--- config.mk ---
export PLATFORM = sky130hd
export DESIGN_NAME = event_and_soft_interrupt_router
export DESIGN_NICKNAME = d
export VERILOG_FILES = /design/src/core/irq_router_pkg.sv /design/src/core/sticky_flag_bank.sv /design/src/core/pci_summary_detect.sv /design/src/core/event_and_soft_interrupt_router.sv
export SDC_FILE = /design/constraint.sdc
export NUM_CORES = 1
export LEC_CHECK = 0
export BUFFER_PORTS_ARGS = -buffer_cell sky130_fd_sc_hd__buf_2
export CAP_MARGIN = 20
export CORE_ASPECT_RATIO = 0.9
export CORE_UTILIZATION = 48
export DETAILED_ROUTE_END_ITERATION = 6
export PLACE_DENSITY = 0.75
export SLEW_MARGIN = 20
export SYNTH_ARGS = -nofsm -noshare
export SYNTH_HDL_FRONTEND = slang
export SYNTH_HIERARCHICAL = 1
export SYNTH_SLANG_ARGS = --single-unit
--- constraint.sdc ---
create_clock -name mclk_i -period 1.65 [get_ports mclk_i]
set_input_delay 0 -clock mclk_i [delete_from_list [all_inputs] [get_ports mclk_i]]
set_output_delay 0 -clock mclk_i [all_outputs]
set_load 0.005 [all_outputs]
--- src/core/irq_router_pkg.sv ---
package irq_router_pkg;

    // ------------------------------------------------------------
    // Source layout, one bit per source in the enable, route and flag registers
    // ------------------------------------------------------------
    localparam int NUM_SRC = 24;        // All sources
    localparam int MAILBOXES = 4;       // Mailbox sources
    localparam int QUEUE_CONDS = 6;     // Message-queue conditions
    localparam int NUM_SOFT = 4;        // Software interrupts
    localparam int DATA_W = 32;         // Register data width
    localparam int ADDR_W = 8;          // Register address width

    localparam int SRC_PCI_BUS_ERR = 0;
    localparam int SRC_MASTER_PAR = 1;
    localparam int SRC_CPU_BUS_ERR = 2;
    localparam int SRC_DMA_CPU_ERR = 3;
    localparam int SRC_DMA_PCI_ERR = 4;
    localparam int SRC_DMA_RESET = 5;
    localparam int SRC_DMA_DONE = 6;
    localparam int SRC_PCI_SUMMARY = 7;
    localparam int SRC_MBOX0 = 8;       // Mailboxes 0..3 at 8..11
    localparam int SRC_CPU_PARITY = 12;
    localparam int SRC_POWER_CHG = 13;
    localparam int SRC_QUEUE0 = 14;     // Queue conditions at 14..19
    localparam int SRC_SOFT0 = 20;      // Software 0..3 at 20..23

    // ------------------------------------------------------------
    // Register offsets and reset values
    // ------------------------------------------------------------
    localparam logic [ADDR_W-1:0] OFF_IRQ_ENABLE = 8'h00;
    localparam logic [ADDR_W-1:0] OFF_IRQ_ROUTE = 8'h04;
    localparam logic [ADDR_W-1:0] OFF_IRQ_FLAG = 8'h08;
    localparam logic [ADDR_W-1:0] OFF_SOFT_TRIGGER = 8'h0C;

    localparam logic [NUM_SRC-1:0] RST_IRQ_ENABLE = 24'h000000;
    localparam logic [NUM_SRC-1:0] RST_IRQ_ROUTE = 24'h000000;
    localparam logic [NUM_SRC-1:0] SOFT_MASK = 24'hF00000;
    localparam logic ROUTE_TO_PCI = 1'b1;   // Route bit value for PCI

    // ------------------------------------------------------------
    // Carriers
    // ------------------------------------------------------------
    typedef struct packed {
        logic [ADDR_W-1:0] addr;    // Byte address
        logic [DATA_W-1:0] wdata;   // Write data
        logic              wr;      // Write strobe
        logic              rd;      // Read strobe
    } reg_req_s;

    typedef struct packed {
        logic                   pci_bus_err;
        logic                   master_parity_detect;
        logic                   cpu_bus_err;
        logic                   dma_cpu_err;
        logic                   dma_pci_err;
        logic                   dma_reset_flag;
        logic                   dma_done;
        logic                   cpu_parity_err;
        logic                   power_change;
        logic [QUEUE_CONDS-1:0] queue;
    } hw_events_s;

    typedef struct packed {
        logic detected_parity_err;
        logic signalled_sys_err;
        logic got_master_abort;
        logic got_target_abort;
        logic sent_target_abort;
    } pci_status_s;

endpackage

--- src/core/sticky_flag_bank.sv ---
`timescale 1ns/100ps
module sticky_flag_bank
    import irq_router_pkg::*;
#(
    parameter int WIDTH = NUM_SRC
) (
    input  wire logic             mclk_i,
    input  wire logic             sys_rst_i,
    input  wire logic [WIDTH-1:0] set_i,    // Source active, per bit
    input  wire logic [WIDTH-1:0] clr_i,    // Write-one-to-clear mask
    output logic      [WIDTH-1:0] flag_o    // Sticky flags
);

    logic [WIDTH-1:0] next_flag;    // Next flag values

    // ------------------------------------------------------------
    // Per-bit update
    // ------------------------------------------------------------
    // A source still active keeps its flag up through a clear
    for (genvar i = 0; i < WIDTH; i++) begin : g_bit
        always_comb begin
            next_flag[i] = set_i[i] | (flag_o[i] & ~clr_i[i]);
        end
    end

    // Registers only
    always_ff @(posedge mclk_i) begin
        if (sys_rst_i) begin
            flag_o <= '0;
        end else begin
            flag_o <= next_flag;
        end
    end
endmodule

--- src/core/pci_summary_detect.sv ---
`timescale 1ns/100ps
module pci_summary_detect
    import irq_router_pkg::*;
(
    input  wire logic        mclk_i,
    input  wire logic        sys_rst_i,
    input  wire pci_status_s status_i,  // PCI command/status bits
    output logic             summary_o  // Any summary bit set
);

    logic next_summary;     // Next summary level

    // ------------------------------------------------------------
    // Summary of five status bits
    // ------------------------------------------------------------
    // Master parity detect is left out: it has a source of its own
    always_comb begin
        next_summary = |status_i;
    end

    always_ff @(posedge mclk_i) begin
        if (sys_rst_i) begin
            summary_o <= 1'b0;
        end else begin
            summary_o <= next_summary;
        end
    end
endmodule

--- src/core/event_and_soft_interrupt_router.sv ---
`timescale 1ns/100ps
module event_and_soft_interrupt_router
    import irq_router_pkg::*;
(
    input  wire logic                 mclk_i,
    input  wire logic                 sys_rst_i,
    input  wire reg_req_s             reg_req_i,
    output logic     [DATA_W-1:0]     reg_rdata_o,
    input  wire hw_events_s           hw_evt_i,
    input  wire pci_status_s          pci_status_i,
    input  wire logic [MAILBOXES-1:0] mbox_wr_pci_i,
    input  wire logic [MAILBOXES-1:0] mbox_wr_cpu_i,
    output logic                      pci_irq_o,
    output logic                      cpu_side_irq_pin_o,
    output logic                      irq_o
);

    // ------------------------------------------------------------
    // Declarations
    // ------------------------------------------------------------
    logic [NUM_SRC-1:0]   irq_enable_reg;       // Enable, soft bits zero
    logic [NUM_SRC-1:0]   next_irq_enable_reg;
    logic [NUM_SRC-1:0]   irq_route_reg;        // One means PCI
    logic [NUM_SRC-1:0]   next_irq_route_reg;
    logic [NUM_SRC-1:0]   irq_flag;             // Sticky status flags
    logic [NUM_SRC-1:0]   src_set;              // Set term per source
    logic [NUM_SRC-1:0]   flag_clr;             // Clear mask from software
    logic [NUM_SRC-1:0]   irq_gate;             // Enable or soft bit
    logic [NUM_SRC-1:0]   routed_pci;           // Pending toward PCI
    logic [NUM_SRC-1:0]   routed_cpu;           // Pending toward processor
    logic [MAILBOXES-1:0] mbox_set;             // Mailbox set terms
    logic [NUM_SOFT-1:0]  soft_set;             // Software trigger bits
    logic                 pci_summary_active;   // Registered summary
    logic [DATA_W-1:0]    next_reg_rdata;
    logic                 next_pci_irq;
    logic                 next_cpu_irq;
    logic                 next_irq;

    // ------------------------------------------------------------
    // Address decode
    // ------------------------------------------------------------
    // Full address match; used by writes, reads and checks
    function automatic logic hit(input logic [ADDR_W-1:0] addr,
                                 input logic [ADDR_W-1:0] off);
        hit = (addr == off);
    endfunction

    // ------------------------------------------------------------
    // Summary of the PCI status bits
    // ------------------------------------------------------------
    pci_summary_detect u_summary (
        .mclk_i    (mclk_i),
        .sys_rst_i (sys_rst_i),
        .status_i  (pci_status_i),
        .summary_o (pci_summary_active)
    );

    // ------------------------------------------------------------
    // Mailbox set terms
    // ------------------------------------------------------------
    // A mailbox routed to one bus only counts writes from the other
    // bus, so a processor writing its own mailbox never wakes itself
    for (genvar m = 0; m < MAILBOXES; m++) begin : g_mbox
        always_comb begin
            if (irq_route_reg[SRC_MBOX0 + m] == ROUTE_TO_PCI) begin
                mbox_set[m] = mbox_wr_cpu_i[m];
            end else begin
                mbox_set[m] = mbox_wr_pci_i[m];
            end
        end
    end

    // ------------------------------------------------------------
    // Software triggers and clears
    // ------------------------------------------------------------
    // Trigger bits are not stored: writing a one sets the flag,
    // and the flag itself keeps the line up until cleared
    always_comb begin
        soft_set = '0;
        flag_clr = '0;
        if (reg_req_i.wr && hit(reg_req_i.addr, OFF_SOFT_TRIGGER)) begin
            soft_set = reg_req_i.wdata[NUM_SOFT-1:0];
        end
        if (reg_req_i.wr && hit(reg_req_i.addr, OFF_IRQ_FLAG)) begin
            flag_clr = reg_req_i.wdata[NUM_SRC-1:0];
        end
    end

    // ------------------------------------------------------------
    // Source vector
    // ------------------------------------------------------------
    // Hardware sources are levels or pulses from blocks on this clock;
    // a level held high re-sets its flag every cycle, so software has
    // to clear the source before the flag
    always_comb begin
        src_set = '0;
        src_set[SRC_PCI_BUS_ERR] = hw_evt_i.pci_bus_err;
        src_set[SRC_MASTER_PAR] = hw_evt_i.master_parity_detect;
        src_set[SRC_CPU_BUS_ERR] = hw_evt_i.cpu_bus_err;
        src_set[SRC_DMA_CPU_ERR] = hw_evt_i.dma_cpu_err;
        src_set[SRC_DMA_PCI_ERR] = hw_evt_i.dma_pci_err;
        src_set[SRC_DMA_RESET] = hw_evt_i.dma_reset_flag;
        src_set[SRC_DMA_DONE] = hw_evt_i.dma_done;
        src_set[SRC_PCI_SUMMARY] = pci_summary_active;
        src_set[SRC_MBOX0 +: MAILBOXES] = mbox_set;
        src_set[SRC_CPU_PARITY] = hw_evt_i.cpu_parity_err;
        src_set[SRC_POWER_CHG] = hw_evt_i.power_change;
        src_set[SRC_QUEUE0 +: QUEUE_CONDS] = hw_evt_i.queue;
        src_set[SRC_SOFT0 +: NUM_SOFT] = soft_set;
    end

    // ------------------------------------------------------------
    // Status flags
    // ------------------------------------------------------------
    sticky_flag_bank #(
        .WIDTH (NUM_SRC)
    ) u_flags (
        .mclk_i    (mclk_i),
        .sys_rst_i (sys_rst_i),
        .set_i     (src_set),
        .clr_i     (flag_clr),
        .flag_o    (irq_flag)
    );

    // ------------------------------------------------------------
    // Enable and route registers
    // ------------------------------------------------------------
    // Soft positions of the enable register are forced to zero
    always_comb begin
        next_irq_enable_reg = irq_enable_reg;
        next_irq_route_reg = irq_route_reg;
        if (reg_req_i.wr && hit(reg_req_i.addr, OFF_IRQ_ENABLE)) begin
            next_irq_enable_reg = reg_req_i.wdata[NUM_SRC-1:0] & ~SOFT_MASK;
        end
        if (reg_req_i.wr && hit(reg_req_i.addr, OFF_IRQ_ROUTE)) begin
            next_irq_route_reg = reg_req_i.wdata[NUM_SRC-1:0];
        end
    end

    always_ff @(posedge mclk_i) begin
        if (sys_rst_i) begin
            irq_enable_reg <= RST_IRQ_ENABLE;
            irq_route_reg <= RST_IRQ_ROUTE;
        end else begin
            irq_enable_reg <= next_irq_enable_reg;
            irq_route_reg <= next_irq_route_reg;
        end
    end

    // ------------------------------------------------------------
    // Interrupt outputs
    // ------------------------------------------------------------
    // Each output is its own reduction with no feedback into the bus
    // or the other output, so a pending line on one side never holds
    // off traffic on the other
    always_comb begin
        irq_gate = irq_enable_reg | SOFT_MASK;
        routed_pci = irq_flag & irq_gate & irq_route_reg;
        routed_cpu = irq_flag & irq_gate & ~irq_route_reg;
        next_pci_irq = |routed_pci;
        next_cpu_irq = |routed_cpu;
        next_irq = next_pci_irq | next_cpu_irq;
    end

    // Registered so the pins are glitch free; costs one cycle
    always_ff @(posedge mclk_i) begin
        if (sys_rst_i) begin
            pci_irq_o <= 1'b0;
            cpu_side_irq_pin_o <= 1'b0;
            irq_o <= 1'b0;
        end else begin
            pci_irq_o <= next_pci_irq;
            cpu_side_irq_pin_o <= next_cpu_irq;
            irq_o <= next_irq;
        end
    end

    // ------------------------------------------------------------
    // Read port
    // ------------------------------------------------------------
    // Data stands only in the cycle after the strobe, else zero;
    // unmapped offsets read zero
    always_comb begin
        next_reg_rdata = '0;
        if (reg_req_i.rd) begin
            if (hit(reg_req_i.addr, OFF_IRQ_ENABLE)) begin
                next_reg_rdata = DATA_W'(irq_enable_reg);
            end else if (hit(reg_req_i.addr, OFF_IRQ_ROUTE)) begin
                next_reg_rdata = DATA_W'(irq_route_reg);
            end else if (hit(reg_req_i.addr, OFF_IRQ_FLAG)) begin
                next_reg_rdata = DATA_W'(irq_flag);
            end else if (hit(reg_req_i.addr, OFF_SOFT_TRIGGER)) begin
                next_reg_rdata = DATA_W'(irq_flag[SRC_SOFT0 +: NUM_SOFT]);
            end else begin
                next_reg_rdata = '0;
            end
        end
    end

    always_ff @(posedge mclk_i) begin
        if (sys_rst_i) begin
            reg_rdata_o <= '0;
        end else begin
            reg_rdata_o <= next_reg_rdata;
        end
    end

    // Which side wrote each mailbox, worked out from the route bits
    // alone (one means PCI), so the mailbox checks do not simply
    // repeat the set mux that they guard
    logic [MAILBOXES-1:0] mbox_route;       // Mailbox route bits
    logic [MAILBOXES-1:0] mbox_opp_wr;      // Write from the far bus
    logic [MAILBOXES-1:0] mbox_same_wr;     // Write from the own bus

    // Checker helper only; feeds no design logic
    always_comb begin
        mbox_route = irq_route_reg[SRC_MBOX0 +: MAILBOXES];
        mbox_opp_wr = (mbox_wr_cpu_i & mbox_route) | (mbox_wr_pci_i & ~mbox_route);
        mbox_same_wr = (mbox_wr_pci_i & mbox_route) | (mbox_wr_cpu_i & ~mbox_route);
    end
endmodule

==> results.md, run 1 <==
- Status: finished clean
- Cell taking the most area after synthesis: dfxtp_1
- Final #Nets: 728
- Placed insts: 724
- Gr usage total: 26.5%
- Simple-gate portion of the synthesized area: 22.5%
- Post-CTS Setup Bufs: 0
- Routability cong.: 0.897
- H-tree depth: 3
- Post-Syn Area: 4520 µm²
- Largest net degree at the start of global routing: 73
- DR WL/cell: 16.6 µm
- Sink Count: 96
- Final Cycle Share: 92.5%
- Setup crit start: irq_route_reg[1]
- Unique masters post-synth: 40
- Initial Util: 49.6%
- CTS tree: yes
- Gr ovfl total: 0
- Routed WL: 12.9 mm
- Placed Area: 5120 µm²
- Hold crit path type: primary input to flop
- Path type of the worst setup path: flop to flop
- Syn Inst Count: 524
- Clock Latency Late Sink: 0.36 ns
- Peak Freq: 655 MHz
- Worst Tran Pin Value: 0.776 ns
- Post-synthesis xor/xnor area fraction: 0%
- CTS Buf Count: 9
- Clk buf depth: 2
- Post-synth top area share: 42.5%
- Die area: 9820 µm²
- CP Data Required Time: 1.83 ns
- Core region area: 9130 µm²
- Startpoint Class: flop
- Final core occ: 63.2%
- Top_reg_cell synth: dfxtp_1
- # fillers: 776
- Cell Count, Final, Fillers Out: 782
- DR iter-0 viols: 368
- Chip width: 104 µm
- Most area-consuming cells after synthesis: dfxtp_1 (42%), a21oi_1 (7.9%), nand3_1 (7.2%), and3_1 (3.3%), nand2b_1 (3.3%)
- Area Overhead vs Synth: 27.5%
- CTS Root Cell: clkbuf_8
- Area share of fa/ha/maj cells after synthesis: 0%
- Global-route wire length before repair: 20.6 mm
- DRC: 0
- Final Max Tran Viols: 0
- Hold Crit Start: mbox_wr_cpu_i[3]
- Min Hold Slack: 0.00706 ns
- Worst path slowest cell: nor4_1
- Drt via density: 5.80
- Worst path max stage delay: 0.44 ns
- Site Rows: 33
- Crit end category: flop
- Yosys reg bits: 96
- Final non-filler cell area: 5770 µm²
- Peak supply drop: 0.451 mV
- Largest family of logic cells by synthesized area: compound AO/OA/AOI/OAI gates
- Number of synthesized flops with an enable pin: 0
- Initial antenna violation count: 0
- Commonest non-fill, non-tap cell in the layout: dfxtp_1
- Die Ht: 94.1 µm
- Hold Vio Cnt, Final: 0
- Share of post-route cells with drive strength above 1: 24.5%
- Syn. warnings: 6
- Setup violators final: 0
- Pre-CTS setup slack: -0.0877 ns
- CP Data Arrival Time: 1.71 ns
- Synth async-reset ratio: 0%
- PD cells: 775 nW/µm²
- P_leak: 2.32 nW
- Crit path cell chain: nand3b_1 -> o2111ai_1 -> nor4_1 -> a41oi_1
- Ant diodes: 0
- Maxcap violations: 0
- Register area share after synthesis: 42.5%
- R2r startpoint: irq_route_reg[1]
- Crit path time final: 1.53 ns
- Vias: 4533
- Compound-Gate Fraction of Synth Area: 25.8%
- Post-synthesis mux area share: 0.996%
- Slew headroom: 48.3%
- Worst Clk Skew: 0.0178 ns
- Critical path fanouts, max: 4
- Resized cells post-CTS: 0
- Vias in the first global route: 4186
- Antenna-violating nets left: 0
- Port bufs: 90
- CTS clk-pin slew, worst paths: 0.10 ns
- IO Pins: 107
- Syn Area/Cell: 8.63 µm²
- Commonest non-fill, non-tap cells in the layout: dfxtp_1 (96), buf_2 (90), a21oi_1 (71), nand3_1 (65), dlygate4sd3_1 (43)
- DRT Pass-1 Iters: 5
- Post-DP HPWL: 8.44 mm
- RSZ-0062 raised after global routing: no
- Final setup margin: 0.123 ns
==> critical path: cells and delay by family, from the launching register on <==
kind / cells / cell delay [ns]
AND/OR/NAND/NOR: 2 / 0.57
flip-flops: 1 / 0.40
AO/OA/AOI/OAI: 2 / 0.38
==> repair_timing <==
item	4_1_cts	5_1_grt
hold endpoints to repair	60	1
hold buffers	42	2
setup endpoints to repair	0	1
==> final cells by class <==
cell class                      instances  area, µm²  share of cell area [%]
Multi-Input combinational cell        359       2270                    39.3
Tap cell                              122        153                    2.65
Timing Repair Buffer                  160       1100                    19.0
Clock buffer                            9        124                    2.15
Sequential cell                        96       1920                    33.3
Clock inverter                          6       93.8                    1.63
Inverter                               30        113                    1.95
==> metrics by stage <==
stage	power (mW)	setup TNS (ns)
after floorplan	2.61	0
after global placement	2.75	-1.10
after detailed placement	2.76	-1.81
after CTS	4.49	0
after global routing	4.65	0
final	4.47	0
==> kinds of logic after synthesis <==
group | after synthesis
simple gates | 173
buf+inv | 76
compound gates | 174
mux | 4
other cells | 1
flops | 96
==> cells in the mapped netlist, types with 3 or more instances <==
library cell / instances
dfxtp_1: 96
a21oi_1: 71
nand3_1: 65
inv_1: 30
and3_1: 24
clkbuf_1: 24
nand2b_1: 24
o21ai_0: 24
o21ai_1: 20
a22oi_1: 16
nand3b_1: 15
nor2_1: 12
a22oi_2: 10
o2bb2ai_1: 10
o2bb2ai_2: 10
buf_4: 8
buf_2: 7
buf_6: 6
nand2_1: 6
nand4_1: 6
and2_1: 5
o2111ai_1: 5
a32oi_1: 4
mux2_2: 4
nor3_1: 3
nor4_1: 3
==> routing by layer <==
metal / routed length [µm] / up-vias / GRT usage, %
met5: 0 / - / 0
met4: 256 / 0 / 9.40
met3: 1170 / 25 / 6.66
met2: 5920 / 229 / 42.8
met1: 5600 / 2126 / 34.4
li1: - / 2153 / -
==> where the power goes <==
group	switching (mW)	internal (mW)	total [mW]	leakage, nW
Combinational	0.207	0.185	0.392	1.43
Clock	0.819	0.859	1.68	0.111
Sequential	0.0470	2.35	2.40	0.780
==> final timing paths <==
kind	endpoint	slack [ns]	cells past startpoint
worst max-delay path	irq_o	0.12	4
worst min-delay path	u_flags/flag_o[11]	0.007	4
worst max register to register	irq_o	0.12	4
worst min register to register	u_flags/flag_o[7]	0.46	2
Note: power is estimated with default switching activity, not from simulation.
==> run 2: changes to the inputs <==
--- a/config.mk
+++ b/config.mk
@@ -5,14 +5,14 @@
 export SDC_FILE = /design/constraint.sdc
 export NUM_CORES = 1
 export LEC_CHECK = 0
+export ABC_AREA = 0
 export BUFFER_PORTS_ARGS = -buffer_cell sky130_fd_sc_hd__buf_2
 export CAP_MARGIN = 20
 export CORE_ASPECT_RATIO = 0.9
-export CORE_UTILIZATION = 48
+export CORE_UTILIZATION = 57
 export DETAILED_ROUTE_END_ITERATION = 6
-export PLACE_DENSITY = 0.75
+export PLACE_DENSITY = 0.85
 export SLEW_MARGIN = 20
 export SYNTH_ARGS = -nofsm -noshare
 export SYNTH_HDL_FRONTEND = slang
-export SYNTH_HIERARCHICAL = 1
 export SYNTH_SLANG_ARGS = --single-unit
==> constraint.sdc (replaced) <==
create_clock -name mclk_i -period 1.9 [get_ports mclk_i]
set_input_delay 0 -clock mclk_i [delete_from_list [all_inputs] [get_ports mclk_i]]
set_output_delay 0 -clock mclk_i [all_outputs]
set_load 0.005 [all_outputs]
==> run 2 against run 1 <==
Compared with the run above:
- synthesized cell count is 15% lower
- sequential cell count stayed put
- combinational power is 16% lower
- non-clock buffer count is 5 lower
- clock-buffer cell count is 2 higher
- cell count is 13% lower
- critical path depth is 2 higher
==> results.md, run 2 <==
- Min Hold Slack: 0.0276 ns (+0.0206 ns)
- Unique masters post-synth: 37 (-7.5%)
- Global-route wire length before repair: 19.9 mm (-3.1%)
- CTS Buf Count: 9 (unchanged)
- Worst Clk Skew: 0.0110 ns (-0.00683 ns)
- Reg2reg path depth: 4 (unchanged)
- Clock Latency Late Sink: 0.36 ns (about the same)
- P_leak: 2.22 nW (-4.1%)
- Register area share after synthesis: 46.4% (+4.0 points)
- Routed WL: 12.9 mm (-0.42%)
- Setup TNS: 0 ns (unchanged)
- Routability cong.: 0.893 (-0.40%)
- Syn Area/Cell: 9.26 µm² (+7.2%)
- IO Pins: 107 (unchanged)
- Status: finished clean
- Port bufs: 90 (unchanged)
- Path type of the worst setup path: primary input to flop
- Ant diodes: 0 (unchanged)
- Clock share of power: 35.8% (-1.7 points)
- Total internal power: 2.86 mW (-16%)
- RSZ-0062 raised after global routing: no
- Final core occ: 76.3% (+13 points)
- CTS tree: yes
- Peak Freq: 587 MHz
- Hold Crit Depth: 3 (-1)
- Commonest non-fill, non-tap cells in the layout: dfxtp_1 (96), buf_2 (90), dlygate4sd3_1 (50), nand3_1 (44), a21oi_1 (31)
- Largest net degree at the start of global routing: 53 (-27%)
- Post-DP HPWL: 7.72 mm (-8.5%)
- Post-Syn Area: 4140 µm² (-8.5%)
- DRC: 0 (unchanged)
- Vias: 4242 (-6.4%)
- Cell taking the most area after synthesis: dfxtp_1
- Critical path fanouts, max: 1 (-3)
- Share of post-route cells with drive strength above 1: 21.7% (-2.8 points)
- Post-CTS Setup Bufs: 0 (unchanged)
- Clk buf depth: 2 (unchanged)
- Final #Nets: 653 (-10%)
- Maxcap violations: 0 (unchanged)
- Crit path time final: 1.70 ns
- Area Overhead vs Synth: 29.8%
- # fillers: 508 (-35%)
- Initial Util: 58.8% (+9.2 points)
- Chip width: 91.8 µm (-12%)
- CTS Root Cell: clkbuf_8
- Syn Inst Count: 447 (-15%)
- Setup violators final: 0 (unchanged)
- Crit end category: flop
- PD cells: 700 nW/µm² (-9.7%)
- Peak supply drop: 0.476 mV (+5.4%)
- Sink Count: 96 (unchanged)
- Commonest non-fill, non-tap cell in the layout: dfxtp_1
- Site Rows: 29 (-12%)
- Die area: 7600 µm² (-23%)
- Startpoint Class: primary input
- Post-synth top cells: dfxtp_1 (96), nand3_1 (44), a21oi_1 (31), nor2_1 (29), o21ai_0 (28)
- Top_reg_cell synth: dfxtp_1
- Post-synth top area share: 46.4% (+4.0 points)
- Total power: 3.76 mW (-16%)
- Initial antenna violation count: 0 (unchanged)
- Yosys reg bits: 96 (unchanged)
- DRT Pass-1 Iters: 5 (unchanged)
- NetSw: 0.901 mW (-16%)
- R2R setup slack: 0.37 ns (+0.25 ns)
- Syn. warnings: 0 (-6)
- Final Max Tran Viols: 0 (unchanged)
- Reg power frac: 55.3% (+1.6 points)
- Multi-input gate area: 2030 µm² (-10%)
- Comb pwr share: 8.8% (about the same)
- DR WL/cell: 19.0 µm (+15%)
- Core region area: 7040 µm² (-23%)
- CP Data Arrival Time: 1.96 ns (+0.25 ns)
- Final Cycle Share: 89.7%
- Register area: 1920 µm² (unchanged)
- Gr ovfl total: 0 (unchanged)
- Hold crit path type: primary input to flop
- Switch share: 24.0% (about the same)
- Cell with the most instances after synthesis: dfxtp_1
- Hold Vio Cnt, Final: 0 (unchanged)
- Slew headroom: 47.2% (-1.0 points)
- Most area-consuming cells after synthesis: dfxtp_1 (46%), mux2i_1 (5.8%), nand3_1 (5.3%), a22oi_1 (4.0%), a21oi_1 (3.7%)
- DR iter-0 viols: 449 (+22%)
- Worst Tran Pin Value: 0.791 ns (+0.0146 ns)
- CP Data Required Time: 2.16 ns (+0.33 ns)
- Synth async-reset ratio: 0% (unchanged)
- CTS clk-pin slew, worst paths: 0.09 ns (about the same)
- H-tree depth: 3 (unchanged)
- Gr usage total: 33.8% (+7.3 points)
- Vias in the first global route: 4052 (-3.2%)
- Die Ht: 82.8 µm (-12%)
- Drt via density: 6.26 (+7.9%)
- Antenna-violating nets left: 0 (unchanged)
- Number of synthesized flops with an enable pin: 0 (unchanged)
run 2: changes by cell type after synthesis, sizes merged, moves of 20 or more:
cell	before	now
a21oi	71	31
mux2i	0	24
inv	30	7
nand2b	24	3
nand3	65	44
and3	24	4
run 2: metal layers:
layer	routed length [µm]	vias to the layer above	GRT usage [%]	share of wire [%]
li1	-	1905	-	-
met1	4980	2017	41.2	39
met2	6250	284	56.7	48
met3	1300	36	8.79	10
met4	364	0	13.8	2.8
met5	0	-	0	0
run 2: what timing repair did:
action	in CTS	in global routing
hold endpoints to repair	67	0
hold buffers	50	0
gates resized for setup	0	0
run 2: power groups by stage:
stage	sequential (mW)	combinational (mW)	clock (mW)
floorplan	2.11	0.128	0
CTS	2.08	0.317	1.34
detailed placement	2.12	0.239	0
global placement	2.12	0.230	0
finish	2.08	0.331	1.35
global route	2.08	0.355	1.44
run 2: final cells by class:
class	count	area share, %
inverter	7	0.489
clock inverter	4	1.00
tap	93	2.17
clock buffer	11	2.63
sequential	96	35.8
multi-input combinational	312	37.9
timing repair buffer	155	20.0
run 2: kinds of logic after synthesis:
family	Yosys count	synth area share, %
DFF	96	46.4
buffers and inverters	46	5.44
other	1	0.0906
and+or+nand+nor	126	16.2
muxes	28	6.89
AOI/OAI and AO/OA	150	24.9
run 2: metrics by stage:
step | area (µm²) | std cells | setup WS (ns)
2_1_floorplan | 4160 | 454 | 0.523
3_3_place_gp | 4670 | 613 | 0.339
3_5_place_dp | 4670 | 613 | 0.244
4_1_cts | 5370 | 678 | 0.247
5_1_grt | 5370 | 678 | 0.166
6_report | 5370 | 678 | 0.197
run 2: critical path, stage by stage:
cell	delay, ns
dlygate4sd3_1	0.55
buf_2	0.13
nor2_1	0.09
dlygate4sd3_1	0.55
a21oi_1	0.06
dlygate4sd3_1	0.58
run 2: path summary, 6_finish.rpt:
kind	startpoint	to
setup / recovery	pci_status_i[4]	u_summary.summary_o
hold / removal	reg_req_i[1]	irq_route_reg[22]
setup reg to reg	irq_route_reg[1]	irq_o
hold reg to reg	u_summary.summary_o	u_flags.flag_o[7]
==> run 3: changes to the inputs <==
--- a/config.mk
+++ b/config.mk
@@ -9,9 +9,9 @@
 export BUFFER_PORTS_ARGS = -buffer_cell sky130_fd_sc_hd__buf_2
 export CAP_MARGIN = 20
 export CORE_ASPECT_RATIO = 0.9
-export CORE_UTILIZATION = 57
+export CORE_UTILIZATION = 50
 export DETAILED_ROUTE_END_ITERATION = 6
-export PLACE_DENSITY = 0.85
+export PLACE_DENSITY = 0.76
 export SLEW_MARGIN = 20
 export SYNTH_ARGS = -nofsm -noshare
 export SYNTH_HDL_FRONTEND = slang
==> constraint.sdc (replaced) <==
create_clock -name mclk_i -period 1.9 [get_ports mclk_i]
set_input_delay 0.38 -clock mclk_i [delete_from_list [all_inputs] [get_ports mclk_i]]
set_output_delay 0.38 -clock mclk_i [all_outputs]
set_load 0.005 [all_outputs]
==> run 3 against run 2 <==
Compared with the run above:
- the run now ends with DRC left
- non-clock buffer count fell by 41
- sequential power hardly changed
- critical endpoint is now reg_rdata_o[1]
- global-route usage decreased by 5.5 points
- highest routed layer unchanged
- fmax rose by 4.6%
- die area rose by 14%
- sequential cell count did not move
- combinational power shrank 23%
- clock power hardly changed
- wire length is 7.6% lower
- register-to-register slack better by 0.09 ns
- total power shrank 2.2%
- cell count decreased by 5.0%
==> results.md, run 3 (same netlist as run 2, synthesis figures left out) <==
- Post-DP HPWL: 8.40 mm (+8.7%)
- Chip width: 97.9 µm (+6.6%)
- Commonest non-fill, non-tap cell in the layout: dfxtp_1
- Startpoint Class: primary input
- H-tree depth: 3 (unchanged)
- Slew headroom: 63.4% (+16 points)
- Routed WL: 11.9 mm (-7.6%)
- Worst path max stage delay: 0.59 ns (about the same)
- Worst Clk Skew: 0.0117 ns (+0.000753 ns)
- Ant diodes: 0 (unchanged)
- CTS Root Cell: clkbuf_8
- CTS Buf Count: 9 (unchanged)
- Gr ovfl total: 0 (unchanged)
- Cts hold-fix bufs: 0 (-100%)
- Final #Nets: 612 (-6.3%)
- Hold crit path type: primary input to flop
- Drt via density: 6.03 (-3.6%)
- Cell Count, Final, Fillers Out: 644 (-5.0%)
- DR iter-0 viols: 246 (-45%)
- Placed insts: 628 (+2.4%)
- Critical path fanouts, max: 4 (+3)
- Antenna-violating nets left: 0 (unchanged)
- Vias: 3883 (-8.5%)
- Port bufs: 90 (unchanged)
- Final non-filler cell area: 4990 µm² (-7.1%)
- DRC: 8 (+8)
- Total power: 3.67 mW (-2.2%)
- Site Rows: 31 (+6.9%)
- Final Cycle Share: 85.7% (-3.9 points)
- Share of post-route cells with drive strength above 1: 25.1% (+3.4 points)
- Die Ht: 88.3 µm (+6.6%)
- Setup violators final: 0 (unchanged)
- Die area: 8640 µm² (+14%)
- Sink Count: 96 (unchanged)
- Commonest non-fill, non-tap cells in the layout: dfxtp_1 (96), buf_2 (90), nand3_1 (44), a21oi_1 (31), nor2_1 (29)
- # fillers: 670 (+32%)
- Placed Area: 4790 µm² (+2.4%)
- R2R setup slack: 0.46 ns (+0.09 ns)
- IO Pins: 107 (unchanged)
- Largest net degree at the start of global routing: 33 (-38%)
- P_leak: 2.07 nW (-6.7%)
- Resized cells post-CTS: 0 (unchanged)
- Status: finished, violations left
- Clock Latency Late Sink: 0.36 ns (about the same)
- Failing checks: DRC
- CTS tree: yes
- Core region area: 8030 µm² (+14%)
- Setup TNS: 0 ns (unchanged)
- Vias in the first global route: 3708 (-8.5%)
- Worst path slowest cell: or4_4
- Path type of the worst setup path: primary input to flop
- RSZ-0062 raised after global routing: no
- Post-CTS Setup Bufs: 0 (unchanged)
- Routability cong.: 0.912 (+2.1%)
- Final Max Tran Viols: 0 (unchanged)
- Worst Tran Pin Value: 0.545 ns (-0.246 ns)
- Clk buf depth: 2 (unchanged)
- PD cells: 736 nW/µm² (+5.2%)
- Initial Util: 51.5% (-7.2 points)
- Initial antenna violation count: 0 (unchanged)
- Gr usage total: 28.3% (-5.5 points)
- DRT Pass-1 Iters: 7 (+2)
- Peak Freq: 614 MHz (+4.6%)
- DR WL/cell: 18.5 µm (-2.7%)
- Maxcap violations: 0 (unchanged)
- Area Overhead vs Synth: 20.6%
- Global-route wire length before repair: 18.8 mm (-5.6%)
- Peak supply drop: 0.497 mV (+4.5%)
- CP Data Arrival Time: 1.93 ns (-0.03 ns)
- Crit path cell chain: buf_2 -> or4_4 -> buf_4 -> nor3_1 -> a22o_1
- Crit end category: flop
- Hold Vio Cnt, Final: 0 (unchanged)
- CTS clk-pin slew, worst paths: 0.09 ns (about the same)
- Crit path time final: 1.63 ns (-0.0745 ns)
- CP Data Required Time: 2.20 ns (+0.04 ns)
run 3: cell types whose count changed in the layout (fill, tap and decap cells not counted), sizes merged:
cell,delta
dlygate4sd3,-50
buf,+9
clkbuf,+4
clkinvlp,-1
inv,-1
bufinv,-1
run 3: power by group:
part	internal (mW)	switching (mW)	leakage, nW
Clock	0.657	0.683	0.102
Combinational	0.110	0.144	1.19
Sequential	2.04	0.0368	0.780
run 3: critical path: cells and delay by family:
| kind | cells | cell delay [ns] |
|---|---|---|
| buffers and inverters | 2 | 0.28 |
| AO/OA/AOI/OAI | 1 | 0.22 |
| AND/OR/NAND/NOR | 2 | 1.05 |
run 3: worst paths after layout:
| check | startpoint | to | cells after the start |
|---|---|---|---|
| worst max register to register | irq_route_reg[14] | irq_o | 4 |
| worst max-delay path | reg_req_i[41] | reg_rdata_o[1] | 5 |
| worst min register to register | u_summary.summary_o | u_flags.flag_o[7] | 1 |
| worst min-delay path | hw_evt_i[14] | u_flags.flag_o[0] | 2 |
run 3: cell type report:
cell class / instances / area (µm²) / area share (%)
multi-input cells: 312 / 2030 / 40.8
clock inverters: 1 / 7.51 / 0.150
inverters: 7 / 26.3 / 0.526
repair buffers: 114 / 681 / 13.6
well taps: 99 / 124 / 2.48
flip-flops and latches: 96 / 1920 / 38.5
clock buffers: 15 / 196 / 3.94
run 3: layer usage:
layer	wire length, µm	track usage, %	vias up
met3	899	5.21	27
met2	5690	47.4	205
met5	0	0	-
li1	-	-	1831
met1	5010	36.5	1820
met4	309	11.6	0
run 3: per-stage QoR:
stage	hold WS (ns)	util (%)	setup WS (ns)
after detailed placement	0.433	59.6	-0.0849
after floorplan	0.418	-	0.143
after global placement	0.423	59.6	-0.0109
after CTS	0.218	62.2	0.294
final	0.228	62.2	0.271
after global routing	0.219	62.2	0.186
